<file path="src/shared/mivp_pkg.sv">
package mivp_pkg;
  localparam int unsigned NCH = 8;
  localparam logic [8:0] ADDR_GSTAT = 9'h038;
  localparam logic [8:0] ADDR_PCFG = 9'h039;
  localparam logic [5:0] ADDR_LOW_MASK = 6'h3f;
  localparam int unsigned CH_ADDR_LSB = 6;
  localparam logic [7:0] VEC_SETUP_RST = 8'h00;
  localparam logic [7:0] PORT_CFG_RST = 8'h00;
  localparam logic [7:0] GSTAT_RST = 8'h00;
  localparam int unsigned VS_EXT = 0;
  localparam int unsigned VS_ROT = 1;
  localparam int unsigned PC_DRV0 = 0;
  localparam int unsigned PC_DRV1 = 1;
  localparam int unsigned PC_CHAIN = 2;
  localparam int unsigned PC_SLA_LSB = 3;
  localparam int unsigned PC_SCOPE = 6;
  localparam int unsigned PC_SHOW = 7;
  localparam int unsigned GS_ANY = 3;

  typedef struct packed {
    logic masked_shown;
    logic cycle_scope_sel;
    logic [2:0] cascade_slave_id;
    logic chain_style_sel;
    logic [1:0] irq_drive_cfg;
  } mivp_pcfg_s;

  typedef struct packed {
    logic [1:0] vector_high_bits;
    logic [3:0] ext_bits;
    logic cyclic_priority_en;
    logic vector_ext_select;
  } mivp_vsetup_s;

  typedef enum logic [1:0] {
    ACK_IDLE = 2'b00,
    ACK_DRIVE = 2'b01,
    ACK_DONE = 2'b11
  } mivp_ack_e;
endpackage : mivp_pkg

</file>
<file path="src/verilog/mivp_core.sv">
`timescale 1ns/1ps
module mivp_core (
  input wire logic REF_CLK,
  input wire logic RST_N,
  input wire logic CLK_EN,
  input wire logic [8:0] ADDR,
  input wire logic [7:0] WDATA,
  input wire logic WR_STROBE,
  input wire logic RD_STROBE,
  input wire logic [7:0] CHAN_STATUS [8],
  input wire logic [7:0] CHAN_MASK [8],
  input wire logic [3:0] PORT_PENDING,
  input wire logic ACK_CYCLE,
  input wire logic [2:0] CHAIN_IN,
  output logic [7:0] RDATA,
  output logic [7:0] CHAN_VIEW [8],
  output logic [7:0] DATA_OUT,
  output logic DATA_OE,
  output logic IRQ_OUT,
  output logic IRQ_OE,
  output logic CHAIN_EN_OUT,
  output logic CHAIN_EN_OE,
  output logic [2:0] TOP_CHANNEL
);
  logic [2:0] chain_s1_q;
  logic [2:0] chain_s2_q;
  logic [3:0] port_s1_q;
  logic [3:0] port_s2_q;
  logic ack_s1_q;
  logic ack_s2_q;
  logic [7:0] src_s1_q [8];
  logic [7:0] src_s2_q [8];
  mivp_pkg::mivp_vsetup_s vs_q;
  mivp_pkg::mivp_vsetup_s vs_d;
  mivp_pkg::mivp_pcfg_s pc_q;
  mivp_pkg::mivp_pcfg_s pc_d;
  logic [2:0] top_q;
  logic [2:0] top_d;
  logic [2:0] last_q;
  logic [2:0] last_d;
  logic [7:0] gstat_q;
  logic [7:0] gstat_d;
  logic frozen_q;
  logic frozen_d;
  logic wr_q;
  logic wr_d;
  logic [8:0] wr_addr_q;
  logic [8:0] wr_addr_d;
  logic [7:0] wr_data_q;
  logic [7:0] wr_data_d;
  mivp_pkg::mivp_ack_e ack_q;
  mivp_pkg::mivp_ack_e ack_d;
  logic [7:0] rdata_q;
  logic [7:0] rdata_d;
  logic [7:0] dout_q;
  logic [7:0] dout_d;
  logic doe_q;
  logic doe_d;
  logic irq_q;
  logic irq_d;
  logic irqoe_q;
  logic irqoe_d;
  logic chout_q;
  logic chout_d;
  logic [7:0] chan_act;
  logic any_act;
  logic [2:0] winner;
  logic req;
  logic ack_ok;
  logic ack_rise;
  logic is_gstat;
  logic is_pcfg;
  logic [2:0] seq_idx;
  logic [2:0] cand;
  logic found;

  function automatic logic sel_reg(input logic [8:0] a, input logic [8:0] base);
    sel_reg = (a[5:0] & mivp_pkg::ADDR_LOW_MASK) == base[5:0];
  endfunction : sel_reg

  // Synchronisers for foreign inputs
  always_ff @(posedge REF_CLK or negedge RST_N)
  begin
    if (!RST_N)
    begin
      chain_s1_q <= 3'h0;
      chain_s2_q <= 3'h0;
      port_s1_q <= 4'h0;
      port_s2_q <= 4'h0;
      ack_s1_q <= 1'b0;
      ack_s2_q <= 1'b0;
      for (int i = 0; i < 8; i++)
      begin
        src_s1_q[i] <= 8'h00;
        src_s2_q[i] <= 8'h00;
      end
    end
    else if (CLK_EN)
    begin
      chain_s1_q <= CHAIN_IN;
      chain_s2_q <= chain_s1_q;
      port_s1_q <= PORT_PENDING;
      port_s2_q <= port_s1_q;
      ack_s1_q <= ACK_CYCLE;
      ack_s2_q <= ack_s1_q;
      for (int i = 0; i < 8; i++)
      begin
        src_s1_q[i] <= CHAN_STATUS[i] & ~CHAN_MASK[i];
        src_s2_q[i] <= src_s1_q[i];
      end
    end
  end

  genvar g;
  generate
    for (g = 0; g < 8; g++)
    begin : g_act
      assign chan_act[g] = |src_s2_q[g];
      always_ff @(posedge REF_CLK or negedge RST_N)
      begin
        if (!RST_N)
          CHAN_VIEW[g] <= 8'h00;
        else if (CLK_EN)
          CHAN_VIEW[g] <= pc_q.masked_shown ? CHAN_STATUS[g] : (CHAN_STATUS[g] & ~CHAN_MASK[g]);
      end
    end
  endgenerate

  assign any_act = |chan_act;
  assign is_gstat = sel_reg(ADDR, mivp_pkg::ADDR_GSTAT);
  assign is_pcfg = sel_reg(ADDR, mivp_pkg::ADDR_PCFG);
  assign ack_rise = ack_s2_q && (ack_q == mivp_pkg::ACK_IDLE);
  assign req = any_act;
  assign ack_ok = pc_q.chain_style_sel ? (req && !chain_s2_q[1])
                                       : (req && chain_s2_q == pc_q.cascade_slave_id);

  always_comb
  begin
    winner = 3'h0;
    found = 1'b0;
    cand = 3'h0;
    seq_idx = 3'h0;
    if (!vs_q.cyclic_priority_en || pc_q.cycle_scope_sel)
    begin
      if (chan_act[top_q])
      begin
        winner = top_q;
        found = 1'b1;
      end
    end
    for (int k = 1; k < 9; k++)
    begin
      if (!vs_q.cyclic_priority_en)
        cand = 3'(top_q + 3'(k));
      else if (!pc_q.cycle_scope_sel)
        cand = 3'(last_q + 3'(k));
      else
      begin
        seq_idx = 3'(last_q + 3'(k));
        cand = seq_idx;
      end
      if (!found && chan_act[cand] && !(vs_q.cyclic_priority_en && pc_q.cycle_scope_sel
                                           && cand == top_q))
      begin
        winner = cand;
        found = 1'b1;
      end
    end
  end

  always_comb
  begin
    vs_d = vs_q;
    pc_d = pc_q;
    top_d = top_q;
    last_d = last_q;
    wr_d = WR_STROBE;
    wr_addr_d = WR_STROBE ? ADDR : wr_addr_q;
    wr_data_d = WR_STROBE ? WDATA : wr_data_q;
    gstat_d = gstat_q;
    frozen_d = frozen_q;
    ack_d = ack_q;
    rdata_d = rdata_q;
    dout_d = dout_q;
    doe_d = 1'b0;
    if (wr_q && !WR_STROBE)
    begin
      if (sel_reg(wr_addr_q, mivp_pkg::ADDR_GSTAT))
      begin
        vs_d = wr_data_q;
        top_d = wr_addr_q[8:mivp_pkg::CH_ADDR_LSB];
      end
      else if (sel_reg(wr_addr_q, mivp_pkg::ADDR_PCFG))
        pc_d = wr_data_q;
    end
    if (!frozen_q)
      gstat_d = {port_s2_q[0], port_s2_q[1], port_s2_q[2], port_s2_q[3], any_act,
                 any_act ? winner : 3'h0};
    if (RD_STROBE)
    begin
      if (is_gstat)
      begin
        rdata_d = gstat_q;
        frozen_d = 1'b0;
      end
      else if (is_pcfg)
        rdata_d = pc_q;
      else
        rdata_d = 8'h00;
    end
    unique case (ack_q)
      mivp_pkg::ACK_IDLE:
      begin
        if (ack_rise && ack_ok)
        begin
          frozen_d = 1'b1;
          gstat_d = gstat_q;
          ack_d = mivp_pkg::ACK_DRIVE;
          last_d = gstat_q[2:0];
        end
        else if (ack_rise)
          ack_d = mivp_pkg::ACK_DONE;
      end
      mivp_pkg::ACK_DRIVE:
      begin
        dout_d = {vs_q.vector_high_bits,
                  vs_q.vector_ext_select ? vs_q.ext_bits : {1'b0, gstat_q[2:0]}, 2'b00};
        doe_d = 1'b1;
        if (!ack_s2_q)
          ack_d = mivp_pkg::ACK_IDLE;
      end
      mivp_pkg::ACK_DONE:
      begin
        if (!ack_s2_q)
          ack_d = mivp_pkg::ACK_IDLE;
      end
      default: ack_d = mivp_pkg::ACK_IDLE;
    endcase
  end

  always_comb
  begin
    irq_d = pc_q.irq_drive_cfg[0] ? (req ~^ pc_q.irq_drive_cfg[1]) ? 1'b1 : 1'b0 : 1'b0;
    if (pc_q.irq_drive_cfg[0])
      irq_d = pc_q.irq_drive_cfg[1] ? req : !req;
    irqoe_d = pc_q.irq_drive_cfg[0] ? 1'b1 : req;
    chout_d = !(req || chain_s2_q[1]);
  end

  always_ff @(posedge REF_CLK or negedge RST_N)
  begin
    if (!RST_N)
    begin
      vs_q <= mivp_pkg::VEC_SETUP_RST;
      pc_q <= mivp_pkg::PORT_CFG_RST;
      top_q <= 3'h0;
      last_q <= 3'h7;
      gstat_q <= mivp_pkg::GSTAT_RST;
      frozen_q <= 1'b0;
      wr_q <= 1'b0;
      wr_addr_q <= 9'h000;
      wr_data_q <= 8'h00;
      ack_q <= mivp_pkg::ACK_IDLE;
      rdata_q <= 8'h00;
      dout_q <= 8'h00;
      doe_q <= 1'b0;
      irq_q <= 1'b0;
      irqoe_q <= 1'b0;
      chout_q <= 1'b1;
    end
    else if (CLK_EN)
    begin
      vs_q <= vs_d;
      pc_q <= pc_d;
      top_q <= top_d;
      last_q <= last_d;
      gstat_q <= gstat_d;
      frozen_q <= frozen_d;
      wr_q <= wr_d;
      wr_addr_q <= wr_addr_d;
      wr_data_q <= wr_data_d;
      ack_q <= ack_d;
      rdata_q <= rdata_d;
      dout_q <= dout_d;
      doe_q <= doe_d;
      irq_q <= irq_d;
      irqoe_q <= irqoe_d;
      chout_q <= chout_d;
    end
  end

  assign RDATA = rdata_q;
  assign DATA_OUT = dout_q;
  assign DATA_OE = doe_q;
  assign IRQ_OUT = irq_q;
  assign IRQ_OE = irqoe_q;
  assign CHAIN_EN_OUT = chout_q;
  assign CHAIN_EN_OE = pc_q.chain_style_sel;
  assign TOP_CHANNEL = top_q;

  property p_top_sel;
    @(posedge REF_CLK) disable iff (!RST_N)
    (CLK_EN && wr_q && !WR_STROBE && sel_reg(wr_addr_q, mivp_pkg::ADDR_GSTAT))
      |=> (top_q == $past(wr_addr_q[8:6]));
  endproperty
  a_top_sel: assert property (p_top_sel) else $error("top channel not taken");
  property p_any;
    @(posedge REF_CLK) disable iff (!RST_N)
    (CLK_EN && !frozen_q && !(ack_rise && ack_ok)) |=> (gstat_q[mivp_pkg::GS_ANY] == $past(any_act));
  endproperty
  a_any: assert property (p_any) else $error("channel flag wrong");
  property p_freeze;
    @(posedge REF_CLK) disable iff (!RST_N)
    (CLK_EN && frozen_q && !RD_STROBE) |=> $stable(gstat_q);
  endproperty
  a_freeze: assert property (p_freeze) else $error("status changed while frozen");
  property p_vec;
    @(posedge REF_CLK) disable iff (!RST_N)
    DATA_OE |-> DATA_OUT[7:6] == vs_q.vector_high_bits;
  endproperty
  a_vec: assert property (p_vec) else $error("vector top bits wrong");
  property p_ext;
    @(posedge REF_CLK) disable iff (!RST_N)
    (DATA_OE && vs_q.vector_ext_select) |-> DATA_OUT[5:2] == vs_q.ext_bits;
  endproperty
  a_ext: assert property (p_ext) else $error("extended bits wrong");
  property p_chain;
    @(posedge REF_CLK) disable iff (!RST_N)
    (CLK_EN && req) |=> !CHAIN_EN_OUT;
  endproperty
  a_chain: assert property (p_chain) else $error("enable out not low");
  property p_pp;
    @(posedge REF_CLK) disable iff (!RST_N)
    (CLK_EN && pc_q.irq_drive_cfg == 2'b01 && $stable(pc_q)) |=> (IRQ_OUT == !$past(req));
  endproperty
  a_pp: assert property (p_pp) else $error("push-pull low level wrong");
  property p_fixed;
    @(posedge REF_CLK) disable iff (!RST_N)
    (!vs_q.cyclic_priority_en && chan_act[top_q]) |-> winner == top_q;
  endproperty
  a_fixed: assert property (p_fixed) else $error("top channel not first");
  c_ack: cover property (@(posedge REF_CLK) disable iff (!RST_N) DATA_OE);
  c_rot: cover property (@(posedge REF_CLK) disable iff (!RST_N)
    vs_q.cyclic_priority_en && ack_rise && ack_ok);
  c_wr: cover property (@(posedge REF_CLK) disable iff (!RST_N) wr_q && !WR_STROBE);
endmodule : mivp_core
</file>
<file path="config.mk">
export PLATFORM = sky130hd
export DESIGN_NAME = mivp_core
export DESIGN_NICKNAME = d
export VERILOG_FILES = /design/src/shared/mivp_pkg.sv /design/src/verilog/mivp_core.sv
export SDC_FILE = /design/constraint.sdc
export NUM_CORES = 1
export LEC_CHECK = 0
export ABC_AREA = 1
export BUFFER_PORTS_ARGS = -buffer_cell sky130_fd_sc_hd__buf_4
export CORE_UTILIZATION = 35
export CTS_CLUSTER_DIAMETER = 30
export DETAILED_ROUTE_END_ITERATION = 6
export SLEW_MARGIN = 10
export SYNTH_ARGS = -nofsm -noshare
export SYNTH_HDL_FRONTEND = slang
export SYNTH_SLANG_ARGS = --single-unit
export TNS_END_PERCENT = 20
</file>
<file path="constraint.sdc">
create_clock -name REF_CLK -period 7.5 [get_ports REF_CLK]
set_clock_uncertainty 0.1 [all_clocks]
set_input_delay 1.5 -clock REF_CLK [delete_from_list [all_inputs] [get_ports REF_CLK]]
set_output_delay 1.5 -clock REF_CLK [all_outputs]
set_load 0.05 [all_outputs]
</file>
Yosys cells after proc, flatten, opt, wreduce, memory -nomap -nowiden
Cells that the tools add are included.
{ "word_totals": {"reg_bits": 277, "inputBits": 158, "out_inout_bits": 88, "word_cells": 256} }
{ "classes": {"n_addsub": 14, "n_lt_le_gt_ge": 9, "n_eq_ne": 18, "mux": 73, "bitwise_logic": 17, "n_reduce_logical": 72} }
{ "ops": {"columns": ["operator", "n"], "rows": [
  ["$mux 8", 13],
  ["$and 8x8->8", 8],
  ["$not 8->8", 8],
  ["$reduce_or 64->1", 1],
  ["$reduce_or 8->1", 8],
  ["$mux 3", 19],
  ["$lt 3x4->1 const B", 9],
  ["$logic_and 1x1->1", 30],
  ["$bmux 1 s3", 9],
  ["$eq 3x3->1", 9],
  ["$mux 1", 27],
  ["$add 3x3->3 const B", 8],
  ["$eq 6x6->1 const B", 4],
  ["$logic_not 1->1", 21],
  ["$add 3x2->3 const B", 4],
  ["$reduce_and 3->1", 3],
  ["$reduce_and 2->1", 4],
  ["$add 3x1->3 const B", 2],
  ["$mux 2", 3],
  ["$mux 4", 1],
  ["$ne 2x2->1 const B", 2],
  ["$pmux 2 s2", 1],
  ["$reduce_and 4->1", 1],
  ["$ne 3x2->1 const B", 1],
  ["6 further kinds", 7]
]} }

Longest topological paths before layout
Gate-level depths: netlist of the first run.
{ "depth": {"depth_word": 41, "ltp_mapped": 21} }

Least setup slack after synthesis of the first run
No wires, ideal clock.
{ "synth_timing": {"path_kind": "reg2reg", "from": "reg top_q[0] (netlist: TOP_CHANNEL[0])", "to": "reg gstat_q[0]", "arrival_ns": 2.968, "required_time_ns": 7.274, "slack_ns": 4.306, "stages_incl_launch_ff": 18, "path_buffers": 2, "cell_sequence": "dfrtp_1 > inv_2 > o21ai_2 > inv_2 > buf_6 > ha_1 > clkbuf_1 > inv_1 > nand3_1 > nand3_2 > nand2_2 > nand4_4 > nor2_4 > nand3_2 > nor3_4 > a21oi_1 > nand2_1 > o21ai_2"} }
{ "synth_between": {"elab_chain_cells": 40} }
{ "synth_rtl": {"columns": ["item", "line_no", "source"], "rows": [
  ["from (decl)", "mivp_core.sv:37", "logic [2:0] top_q;"],
  ["from (signal assigned)", "mivp_core.sv:275", "top_q <= top_d;"],
  ["branches (longest 35 deep; another with $add 3x1->3)", null, null],
  ["$mux 3 (*)", "mivp_core.sv:162", "if (!found && chan_act[cand] && !(vs_q.cyclic_priority_en && pc_q.cycle_scope_sel"],
  ["$mux 3 (*)", "mivp_core.sv:198", "any_act ? winner : 3'h0};"],
  ["$mux 8 (*)", "mivp_core.sv:196", "if (!frozen_q)"],
  ["$mux 8", "mivp_core.sv:214", "if (ack_rise && ack_ok)"],
  ["$mux 8 (*)", "mivp_core.sv:211", "unique case (ack_q)"],
  ["to (signal assigned)", "mivp_core.sv:258", "gstat_q <= mivp_pkg::GSTAT_RST;"],
  ["to (signal assigned)", "mivp_core.sv:277", "gstat_q <= gstat_d;"],
  ["to (decl)", "mivp_core.sv:41", "logic [7:0] gstat_q;"]
]} }
Mark *: on every way between the ends. The select of a mux whose other input is x is not followed.
A chain may end at the register's enable or synchronous reset.

Final worst setup path of the first run
Ends and elaborated chain as after synthesis.

==> results of run 1 <==
[cell usage in the layout, fill, tap and decap left out, drive strengths merged, types with 2 or more instances in the layout]
cell      Yosys  final
a21o         64     64
a21oi        82     82
buf           7    250
bufinv        0     11
clkbuf       53     90
clkinv        0     17
clkinvlp      0      6
conb          1      2
dfrtp       273    273
dfstp         4      4
ha            2      2
inv          67     68
mux2          7      7
nand2       510    510
nand3        55     55
nand3b        3      3
nand4         9      9
nor2         72     72
nor3         10     10
o211ai        3      3
o21ai       108    108
o221ai        6      6
o22ai         5      5
or2           2      2
xnor2         4      4
xor2          3      3
[path summary, 6_finish.rpt]
| kind | startpoint | to | cells after the start | slack, ns |
|---|---|---|---|---|
| setup reg to reg | TOP_CHANNEL[0] | gstat_q[0] | 15 | 3.73 |
| hold reg to reg | ack_s1_q | ack_s1_q | 2 | 0.36 |
| setup / recovery | TOP_CHANNEL[0] | gstat_q[0] | 15 | 3.73 |
| min in group asynchronous | RST_N | CHAN_VIEW[27] | 1 | 0.89 |
| max in group asynchronous | RST_N | port_s2_q[3] | 2 | 5.17 |
| hold / removal | ack_s1_q | ack_s1_q | 2 | 0.36 |
[sequential cells by signal, summed over array words and instances (netlist names), 2 cells and up]
| register | cells |
|---|---|
| DATA_OUT | 6 |
| chain_s1_q | 3 |
| src_s2_q | 64 |
| wr_addr_q | 9 |
| TOP_CHANNEL | 3 |
| src_s1_q | 64 |
| last_q | 3 |
| wr_data_q | 8 |
| port_s2_q | 4 |
| gstat_q | 8 |
| port_s1_q | 4 |
| ack_q | 2 |
| pc_q | 7 |
| CHAN_VIEW | 64 |
| chain_s2_q | 3 |
| vs_q | 8 |
| RDATA | 8 |
[cell type report]
class | count | area (um2) | area share, %
sequential | 277 | 6940 | 41.6
multi-input combinational | 955 | 4510 | 27.1
clock buffer | 90 | 2000 | 12.0
timing repair buffer | 250 | 1900 | 11.4
tap | 448 | 561 | 3.36
clock inverter | 35 | 499 | 3.00
inverter | 67 | 256 | 1.54
[per-stage QoR]
stage | instance area (um2) | hold WS [ns] | util (%) | worst slack, ns | cells
4_1_cts | 16700 | 0.368 | 49.7 | 3.73 | 2122
3_3_place_gp | 14200 | 0.354 | 42.3 | 3.19 | 1997
6_report | 16700 | 0.364 | 49.7 | 3.73 | 2122
2_1_floorplan | 12000 | 0.300 | - | 4.31 | 1359
3_5_place_dp | 14200 | 0.359 | 42.3 | 3.13 | 1997
5_1_grt | 16700 | 0.377 | 49.7 | 3.43 | 2122
[routing by layer]
layer / part of all wire, % / vias up
li1: - / 4973
met1: 44 / 4805
met2: 46 / 299
met3: 7.9 / 64
met4: 2.2 / 4
met5: 0.083 / -
[worst min-delay path: cells and delay by family (launching register included)]
| family | cells | cell delay, ns |
|---|---|---|
| flops | 1 | 0.33 |
| simple gates | 2 | 0.09 |
[power groups by stage]
stage | registers (mW) | clock network, mW | logic (mW)
finish | 1.77 | 3.13 | 0.847
global route | 1.79 | 3.27 | 0.939
CTS | 1.77 | 3.19 | 0.856
detailed placement | 1.79 | 0 | 0.852
global placement | 1.78 | 0 | 0.844
floorplan | 1.90 | 0 | 0.417
[kinds of logic (layout without fill, tap and decap cells)]
family / Yosys count / in the layout / share of synthesized area [%]
multiplexers: 7 / 7 / 0.660
AND/OR/NAND/NOR: 663 / 663 / 22.7
other: 1 / 2 / 0.0314
XOR/XNOR: 7 / 7 / 0.701
AO/OA/AOI/OAI: 274 / 274 / 13.4
adder cells (fa/ha/maj): 2 / 2 / 0.209
flip-flops: 277 / 277 / 58.0
buffers and inverters: 127 / 442 / 4.24
==> results.cfg, run 1 <==
[run_status]
status = finished clean

[setup_path]
crit_path_start_kind = flop
worstSetupPathType = reg2reg
cpPeakStageDelay_ns = 0.57
crit_buf_inv = 3
path_cells = inv_2 -> o21ai_2 -> inv_2 -> ha_1 -> inv_1 -> nand3_1 -> nand3_1 -> nand2_2 -> nand4_4 -> nor2_4 -> nand3_2 -> nor3_4 -> a21oi_1 -> nand2_1 -> o21ai_2
worst_path_max_delay_cell = ha_1
crit_path_max_fanout = 12
critPathCaptureType = flop
required_ns = 7.80
worst-endpoint-arrival_ns = 4.07
cpLargestDelayFamily = simple AND/OR/NAND/NOR gates

[timing]
setup_viol = 0
finalSetupTns_ns = 0
hold_violations = 0
period_share_pct = 50.2
final.min_clock_period_ns = 3.77
rsz0062_at_grt = no
drv_slew = 0
worst_pin_slew_ns = 0.937
max_freq_ghz = 0.266
max_slew_margin_pct = 37.4

[synth]
synth_area_um2 = 12000
synth_top_area_share_pct = 57.2
synth_top_area_cell = dfrtp_1
yosysMostFrequentCell = nand2_1
synth-edff-count = 0
syn_area_per_cell_um2 = 8.80
synth.distinct_cells = 47
ys_seq_area_share_pct = 58.0
async_flop_share_pct = 100
yosys_warnings = 0
synthTopCellsByArea = dfrtp_1 57%, nand2_1 16%, o21ai_0 4.3%, a21o_1 4.0%, a21oi_1 3.4%
synth_ff_type = dfrtp_1
synthCells = 1358
ys_ff_latch = 277
synthTopCellsByCount = 500 x nand2_1, 273 x dfrtp_1, 103 x o21ai_0

[clocking]
htreeDepth = 3
clockBufferDepth = 3
numCtsBuffers = 70
cts_hold_buf = 0
ctsResizeCount = 0
insertion_delay_ns = 0.54
cts_tree = yes
cts_setup_buffers = 0
cts.sinks = 277
cts_root_buffer = clkbuf_16
clkTransAtPathRegs_ns = 0.04

[route]
postRouteWirelength_um = 32500
drt_iter0_drc = 625
via_per_inst = 4.78
ant_nets = 0
dr.pass1.iters = 5
drc = 0
wire_per_inst_um = 15.3
num_vias = 10100

[power]
intPower_mw = 4.19
combPwrFrac_pct = 14.8
finalPower_mw = 5.74
power_frac_seq_pct = 30.8
switching_share_pct = 27.0
p_sw_mw = 1.55
max-vdd-ir-drop_v = 0.000177
clkPwrFrac_pct = 54.5
p_leak_nw = 8.73
p_per_area_nw_per_um2 = 344

[final_layout]
nets = 1781
n_antenna_cell = 0
fillers = 3218
area_delta_synth_final_pct = 39.4
drive_gt1_share_pct = 24.9

[hold_path]
hold_path_class = reg2reg

[floorplanning]
io_pins = 246
die_w_um = 187
row_count = 67
start_util_pct = 35.6
die_area_um2 = 34900
fp.dieH_um = 187
core_um2 = 33500

[global_routing]
grt_max_degree = 142
grtUsageMet1_pct = 24.3
use_met3_pct = 6.23
grt_pass1_vias = 10500
grt_first_pass_wirelength_um = 53700
grt_antenna_before_repair = 2
grt_usage_pct = 19.0
overflow = 0
met2_usage_pct = 29.8
grt.busiest_layer = met2

[place]
numPortBuffers = 243
finalWeightedCongestion = 0.832
hpwl_um = 21400

[flow_run]
max_cap_violations = 0
Note: power is estimated with default switching activity, not from simulation.
==> inputs of run 2 (changes only) <==
ABC_AREA = 0   (was 1)
clock period = 3.6 ns   (was 7.5 ns; I/O delays follow)
==> run 2 against run 1 <==
  * The run now ends with design-rule violations left
  * Wire length increased by 1.6%
  * Via count decreased by 5.4%
  * Combinational power increased by 120%
  * Design area increased by 6.3%
  * Sequential cell count unchanged
==> results.cfg, run 2 <==
[clocking]
cts_setup_buffers = 0
cts_hold_buf = 0
insertion_delay_ns = 0.57
htreeDepth = 3
clockBufferDepth = 3
ctsResizeCount = 0
cts.sinks = 277
cts_root_buffer = clkbuf_16
numCtsBuffers = 70
clkTransAtPathRegs_ns = 0.04
cts_tree = yes

[timing]
max_slew_margin_pct = 21.2
worst_pin_slew_ns = 1.18
period_share_pct = 93.8
final.min_clock_period_ns = 3.38
setup_viol = 0
drv_slew = 0
finalSetupTns_ns = 0
hold_violations = 0
max_freq_ghz = 0.296
rsz0062_at_grt = no
hold-worst-slack_ns = 0.0800

[floorplanning]
die_w_um = 193
io_pins = 246
core_um2 = 35700
fp.dieH_um = 193
start_util_pct = 35.8
die_area_um2 = 37300
row_count = 69

[power]
power_frac_seq_pct = 31.0
clkPwrFrac_pct = 53.7
intPower_mw = 8.85
p_sw_mw = 3.23
switching_share_pct = 26.7
p_leak_nw = 8.35
p_per_area_nw_per_um2 = 682
combPwrFrac_pct = 15.3
max-vdd-ir-drop_v = 0.000379

[setup_path]
required_ns = 4.00
critPathCaptureType = flop
ff2ff_path_depth = 12
worstSetupPathType = reg2reg
crit_path_start_kind = flop
rrSetupSlack_ns = 0.22
crit_path_max_fanout = 6
worst-endpoint-arrival_ns = 3.78

[final_layout]
final_cell_mix = 271 x buf_4, 270 x dfrtp_1, 140 x inv_1, 119 x mux2_2, 90 x o21ai_0
area_delta_synth_final_pct = 38.5
top_regs = CHAN_VIEW x64, src_s1_q x64, src_s2_q x64
n_antenna_cell = 0
design_area_um2 = 17700
fillers = 3273
mostFrequentLayoutCell = buf_4
nets = 1590
drive_gt1_share_pct = 41.5

[global_routing]
grt_antenna_before_repair = 0
overflow = 0
grt_pass1_vias = 10200
grt_first_pass_wirelength_um = 54200
grt_max_degree = 239
grt_usage_pct = 18.2

[synth]
ys_seq_area_share_pct = 54.2
muxShareOfSynthArea_pct = 12.5
synth_ff_type = dfrtp_1
synth_top_area_cell = dfrtp_1
yosys.area_share.simple_pct = 10.8
synthCells = 1146
synth_top_area_share_pct = 53.4
synth.distinct_cells = 69
synth-edff-count = 0
yosys_warnings = 0
yosysMostFrequentCell = dfrtp_1
synth_area_um2 = 12800
syn_area_per_cell_um2 = 11.2
ys_ff_latch = 277
synth_top_family_by_area = compound AO/OA/AOI/OAI gates
async_flop_share_pct = 100
yosys.area_share.xor_xnor_pct = 0.616
synthTopCellsByCount = 273 x dfrtp_1, 140 x inv_1, 119 x mux2_2
synth_fa_ha_area_share_pct = 0.196
synthTopCellsByArea = dfrtp_1 53%, mux2_2 10%, a31o_2 4.4%, inv_1 4.1%, o211ai_1 3.8%
synth_compound_area_share_pct = 15.2

[route]
drt_iter0_drc = 522
drc = 9
dr.pass1.iters = 7
wire_per_inst_um = 17.0
postRouteWirelength_um = 33000
via_per_inst = 4.94
num_vias = 9597
ant_nets = 0

[hold_path]
hold_path_class = in2async

[run_status]
status = complete, but fails checks
violations = design-rule violations

[place]
finalWeightedCongestion = 0.808
hpwl_um = 22500
numPortBuffers = 243
placed_cell_area_um2 = 15200

[flow_run]
max_cap_violations = 0
## run 2: cell types whose count changed in the layout (fill, tap and decap cells not counted), sizes merged, moves of 18 or more
cell    before  now
a21o        64    1
a21oi       82   12
a31o         0   65
buf        250  277
inv         68  144
mux2         7  124
nand2      510   52
nand3       55   13
nand4        9   27
nor2        72   17
nor2b        0   65
o211ai       3   65
## run 2: worst max-delay path, stage by stage, from the launching register on
cell,delay [ns]
dfrtp_2,0.48
mux2i_4,0.21
ha_1,0.36
xnor2_2,0.30
nand4_1,0.20
a22oi_1,0.28
o22ai_1,0.20
a211oi_4,0.24
nand4_2,0.15
or3_1,0.41
o22ai_1,0.15
a22o_1,0.14
a31o_1,0.09
## run 2: final cells by class
cell class,count,area (um2),share of cell area [%]
multi-input combinational,661,5050,28.5
clock inverter,38,556,3.14
inverter,143,537,3.03
timing repair buffer,277,2140,12.1
clock buffer,87,1920,10.8
sequential,277,6940,39.2
tap,461,577,3.26
## run 2: worst paths after layout
path | startpoint | to
worst min-delay path | RST_N | wr_data_q[4]
worst max register to register | vs_q[1] | gstat_q[2]
worst min register to register | RDATA[2] | RDATA[2]
min in group REF_CLK | WDATA[7] | wr_data_q[7]
max in group asynchronous | RST_N | CHAN_VIEW[32]
worst max-delay path | vs_q[1] | gstat_q[2]
## run 2: kinds of logic (layout without fill, tap and decap cells)
logic type      count (synthesis)  after routing
mux                           141            141
simple gates                  226            226
fa+ha+maj                       2              2
compound gates                281            281
buf+inv                       209            545
other cells                     1              2
xor+xnor                        9              9
flops                         277            277
## run 2: stage by stage
step,power (mW),util [%],cells,setup slack (ns)
CTS,12.3,49.6,1944,0.128
floorplan,4.90,-,1147,0.0506
detailed placement,5.64,42.6,1819,0.163
global route,12.6,49.6,1944,0.0481
global placement,5.63,42.6,1819,0.156
finish,12.1,49.6,1944,0.221
## run 2: power by group through the flow
stage	Combinational [mW]	Clock, mW	Sequential (mW)
after floorplan	0.924	0	3.98
after detailed placement	1.85	0	3.79
after CTS	1.86	6.64	3.75
after global placement	1.85	0	3.78
after global routing	2.01	6.80	3.80
final	1.84	6.49	3.75
## run 2: per-layer routing
metal,vias up,GRT usage (%),part of all wire [%]
met5,-,0,0
met3,68,4.31,5.3
met4,0,8.00,2.8
met2,265,28.9,47
met1,4640,23.6,45
li1,4624,-,-
==> inputs of run 3 (changes only) <==
RECOVER_POWER = 25   (was not set)
==> run 3 against run 2 <==
  * The run ends with design-rule violations, max-capacitance violations, max-slew violations left
  * Die area is the same
  * Largest cell class unchanged
  * Maximum frequency grew 0.35%
  * First-iteration DRC count shrank 14%
  * Clock power is essentially flat
  * Largest power group unchanged
  * Sequential cell count is the same
  * Critical path depth is the same
  * Highest routed layer unchanged
  * Combinational power is essentially flat
  * Final cell count is the same
  * Wire length is essentially flat
  * Sequential share of layout area grew 0.097 points
==> results.cfg, run 3 (same netlist as run 2, synthesis figures left out) <==
[setup_path]
worstSetupPathType = reg2reg
crit_path_start_kind = flop
cp_common_cell = buf_4
crit_buf_inv = 3
path_cells = mux2i_4 -> buf_4 -> inv_2 -> buf_4 -> o21ai_1 -> a22oi_1 -> a211oi_4 -> nand4_2 -> or3_1 -> o22ai_1 -> a22o_1 -> a31o_1
critPathCaptureType = flop
worst-endpoint-arrival_ns = 3.77
worst_path_max_delay_cell = dfrtp_2
cpPeakStageDelay_ns = 0.47
crit_path_max_fanout = 16
cpLargestDelayFamily = compound AO/OA/AOI/OAI gates
required_ns = 4.00

[final_layout]
multi_input_area_um2 = 5050
area_delta_synth_final_pct = 38.1
final_cells = 1944
final_cell_mix = 270 x dfrtp_1, 270 x buf_4, 140 x inv_1, 119 x mux2_2, 90 x o21ai_0
design_area_um2 = 17700
drive_gt1_share_pct = 41.4
seqCellArea_um2 = 6940
n_antenna_cell = 0
top_regs = CHAN_VIEW x64, src_s1_q x64, src_s2_q x64
nets = 1590
fillers = 3278

[clocking]
htreeDepth = 3
cts_setup_buffers = 0
clkTransAtPathRegs_ns = 0.04
cts_tree = yes
numCtsBuffers = 70
clockBufferDepth = 3
insertion_delay_ns = 0.57
cts.sinks = 277
cts_root_buffer = clkbuf_16

[route]
num_vias = 9622
drc = 9
postRouteWirelength_um = 33000
via_per_inst = 4.95
ant_nets = 0
dr.pass1.iters = 7
drt_iter0_drc = 448
wire_per_inst_um = 17.0

[power]
combPwrFrac_pct = 15.2
p_sw_mw = 3.23
switching_share_pct = 26.7
p_per_area_nw_per_um2 = 684
p_leak_nw = 8.33
intPower_mw = 8.85
power_frac_seq_pct = 31.0
max-vdd-ir-drop_v = 0.000379
clkPwrFrac_pct = 53.8

[timing]
drv_slew = 86
max_slew_margin_pct = -50.2
period_share_pct = 93.5
final.min_clock_period_ns = 3.37
setup_viol = 0
finalSetupTns_ns = 0
worst_slack_ns = 0.233
worst_pin_slew_ns = 2.25
hold_violations = 0
max_freq_ghz = 0.297
rsz0062_at_grt = no

[floorplanning]
die_w_um = 193
die_area_um2 = 37300
core_um2 = 35700
fp.dieH_um = 193
io_pins = 246
start_util_pct = 35.8
row_count = 69

[flow_run]
max_cap_violations = 1

[global_routing]
grt_first_pass_wirelength_um = 54200
grt_pass1_vias = 10200
overflow = 0
grt_antenna_before_repair = 0
grt_max_degree = 239
grt_usage_pct = 18.2

[place]
pre_cts_slack_ns = 0.163
placed_cells = 1819
numPortBuffers = 243
placed_cell_area_um2 = 15200
hpwl_um = 22500
finalWeightedCongestion = 0.808

[run_status]
violations = design-rule violations, max-capacitance violations, max-slew violations
status = complete, but fails checks

[hold_path]
hold_path_class = in2reg
run 3: changes by cell type in the layout (fill, tap and decap cells not counted), sizes merged:
cell,before,now
buf,277,273
clkbuf,87,91
run 3: final timing paths:
kind,endpoint,slack [ns],from,depth (start not counted)
max in group asynchronous,src_s1_q[39],0.66,RST_N,2
min,wr_data_q[2],0.29,WDATA[2],2
min reg2reg,RDATA[2],0.38,RDATA[2],2
max,gstat_q[2],0.23,vs_q[1],12
min in group asynchronous,wr_data_q[4],0.72,RST_N,1
max reg2reg,gstat_q[2],0.23,vs_q[1],12
run 3: worst reg2reg max path, stage by stage (launching register included):
cell and delay [ns]:
dfrtp_2 0.47, mux2i_4 0.28, buf_4 0.25, inv_2 0.06, buf_4 0.19, o21ai_1 0.41
a22oi_1 0.26, a211oi_4 0.34, nand4_2 0.15, or3_1 0.41, o22ai_1 0.15, a22o_1 0.15
a31o_1 0.09
run 3: what timing repair did:
action / in CTS / in global routing
gates resized for setup: 0 / 1
hold buffers: 0 / 0
endpoints found under the setup margin: 0 / 2
run 3: area by class of cell:
class / count / share of cell area, %
Clock buffer: 87 / 10.8
Clock inverter: 38 / 3.14
Inverter: 143 / 3.04
Sequential cell: 277 / 39.3
Tap cell: 461 / 3.26
Multi-Input combinational cell: 661 / 28.6
Timing Repair Buffer: 277 / 11.9
run 3: power by group through the flow:
stage	clock, mW	combinational, mW	sequential [mW]
final	6.49	1.84	3.75
after global routing	6.80	2.00	3.80
after CTS	6.64	1.86	3.75
after detailed placement	0	1.85	3.79
after global placement	0	1.85	3.78
after floorplan	0	0.924	3.98
run 3: per-stage QoR:
step | total power [mW] | hold slack (ns) | util (%)
floorplan | 4.90 | 0.324 | -
global placement | 5.63 | 0.373 | 42.6
detailed placement | 5.64 | 0.373 | 42.6
CTS | 12.3 | 0.0847 | 49.6
global route | 12.6 | 0.258 | 49.4
finish | 12.1 | 0.285 | 49.4
run 3: routing by layer:
| metal | routed length (um) | global-route usage, % |
|---|---|---|
| met1 | 14800 | 23.6 |
| met2 | 15600 | 28.9 |
| met3 | 1740 | 4.31 |
| met4 | 913 | 8.00 |
| met5 | 0 | 0 |
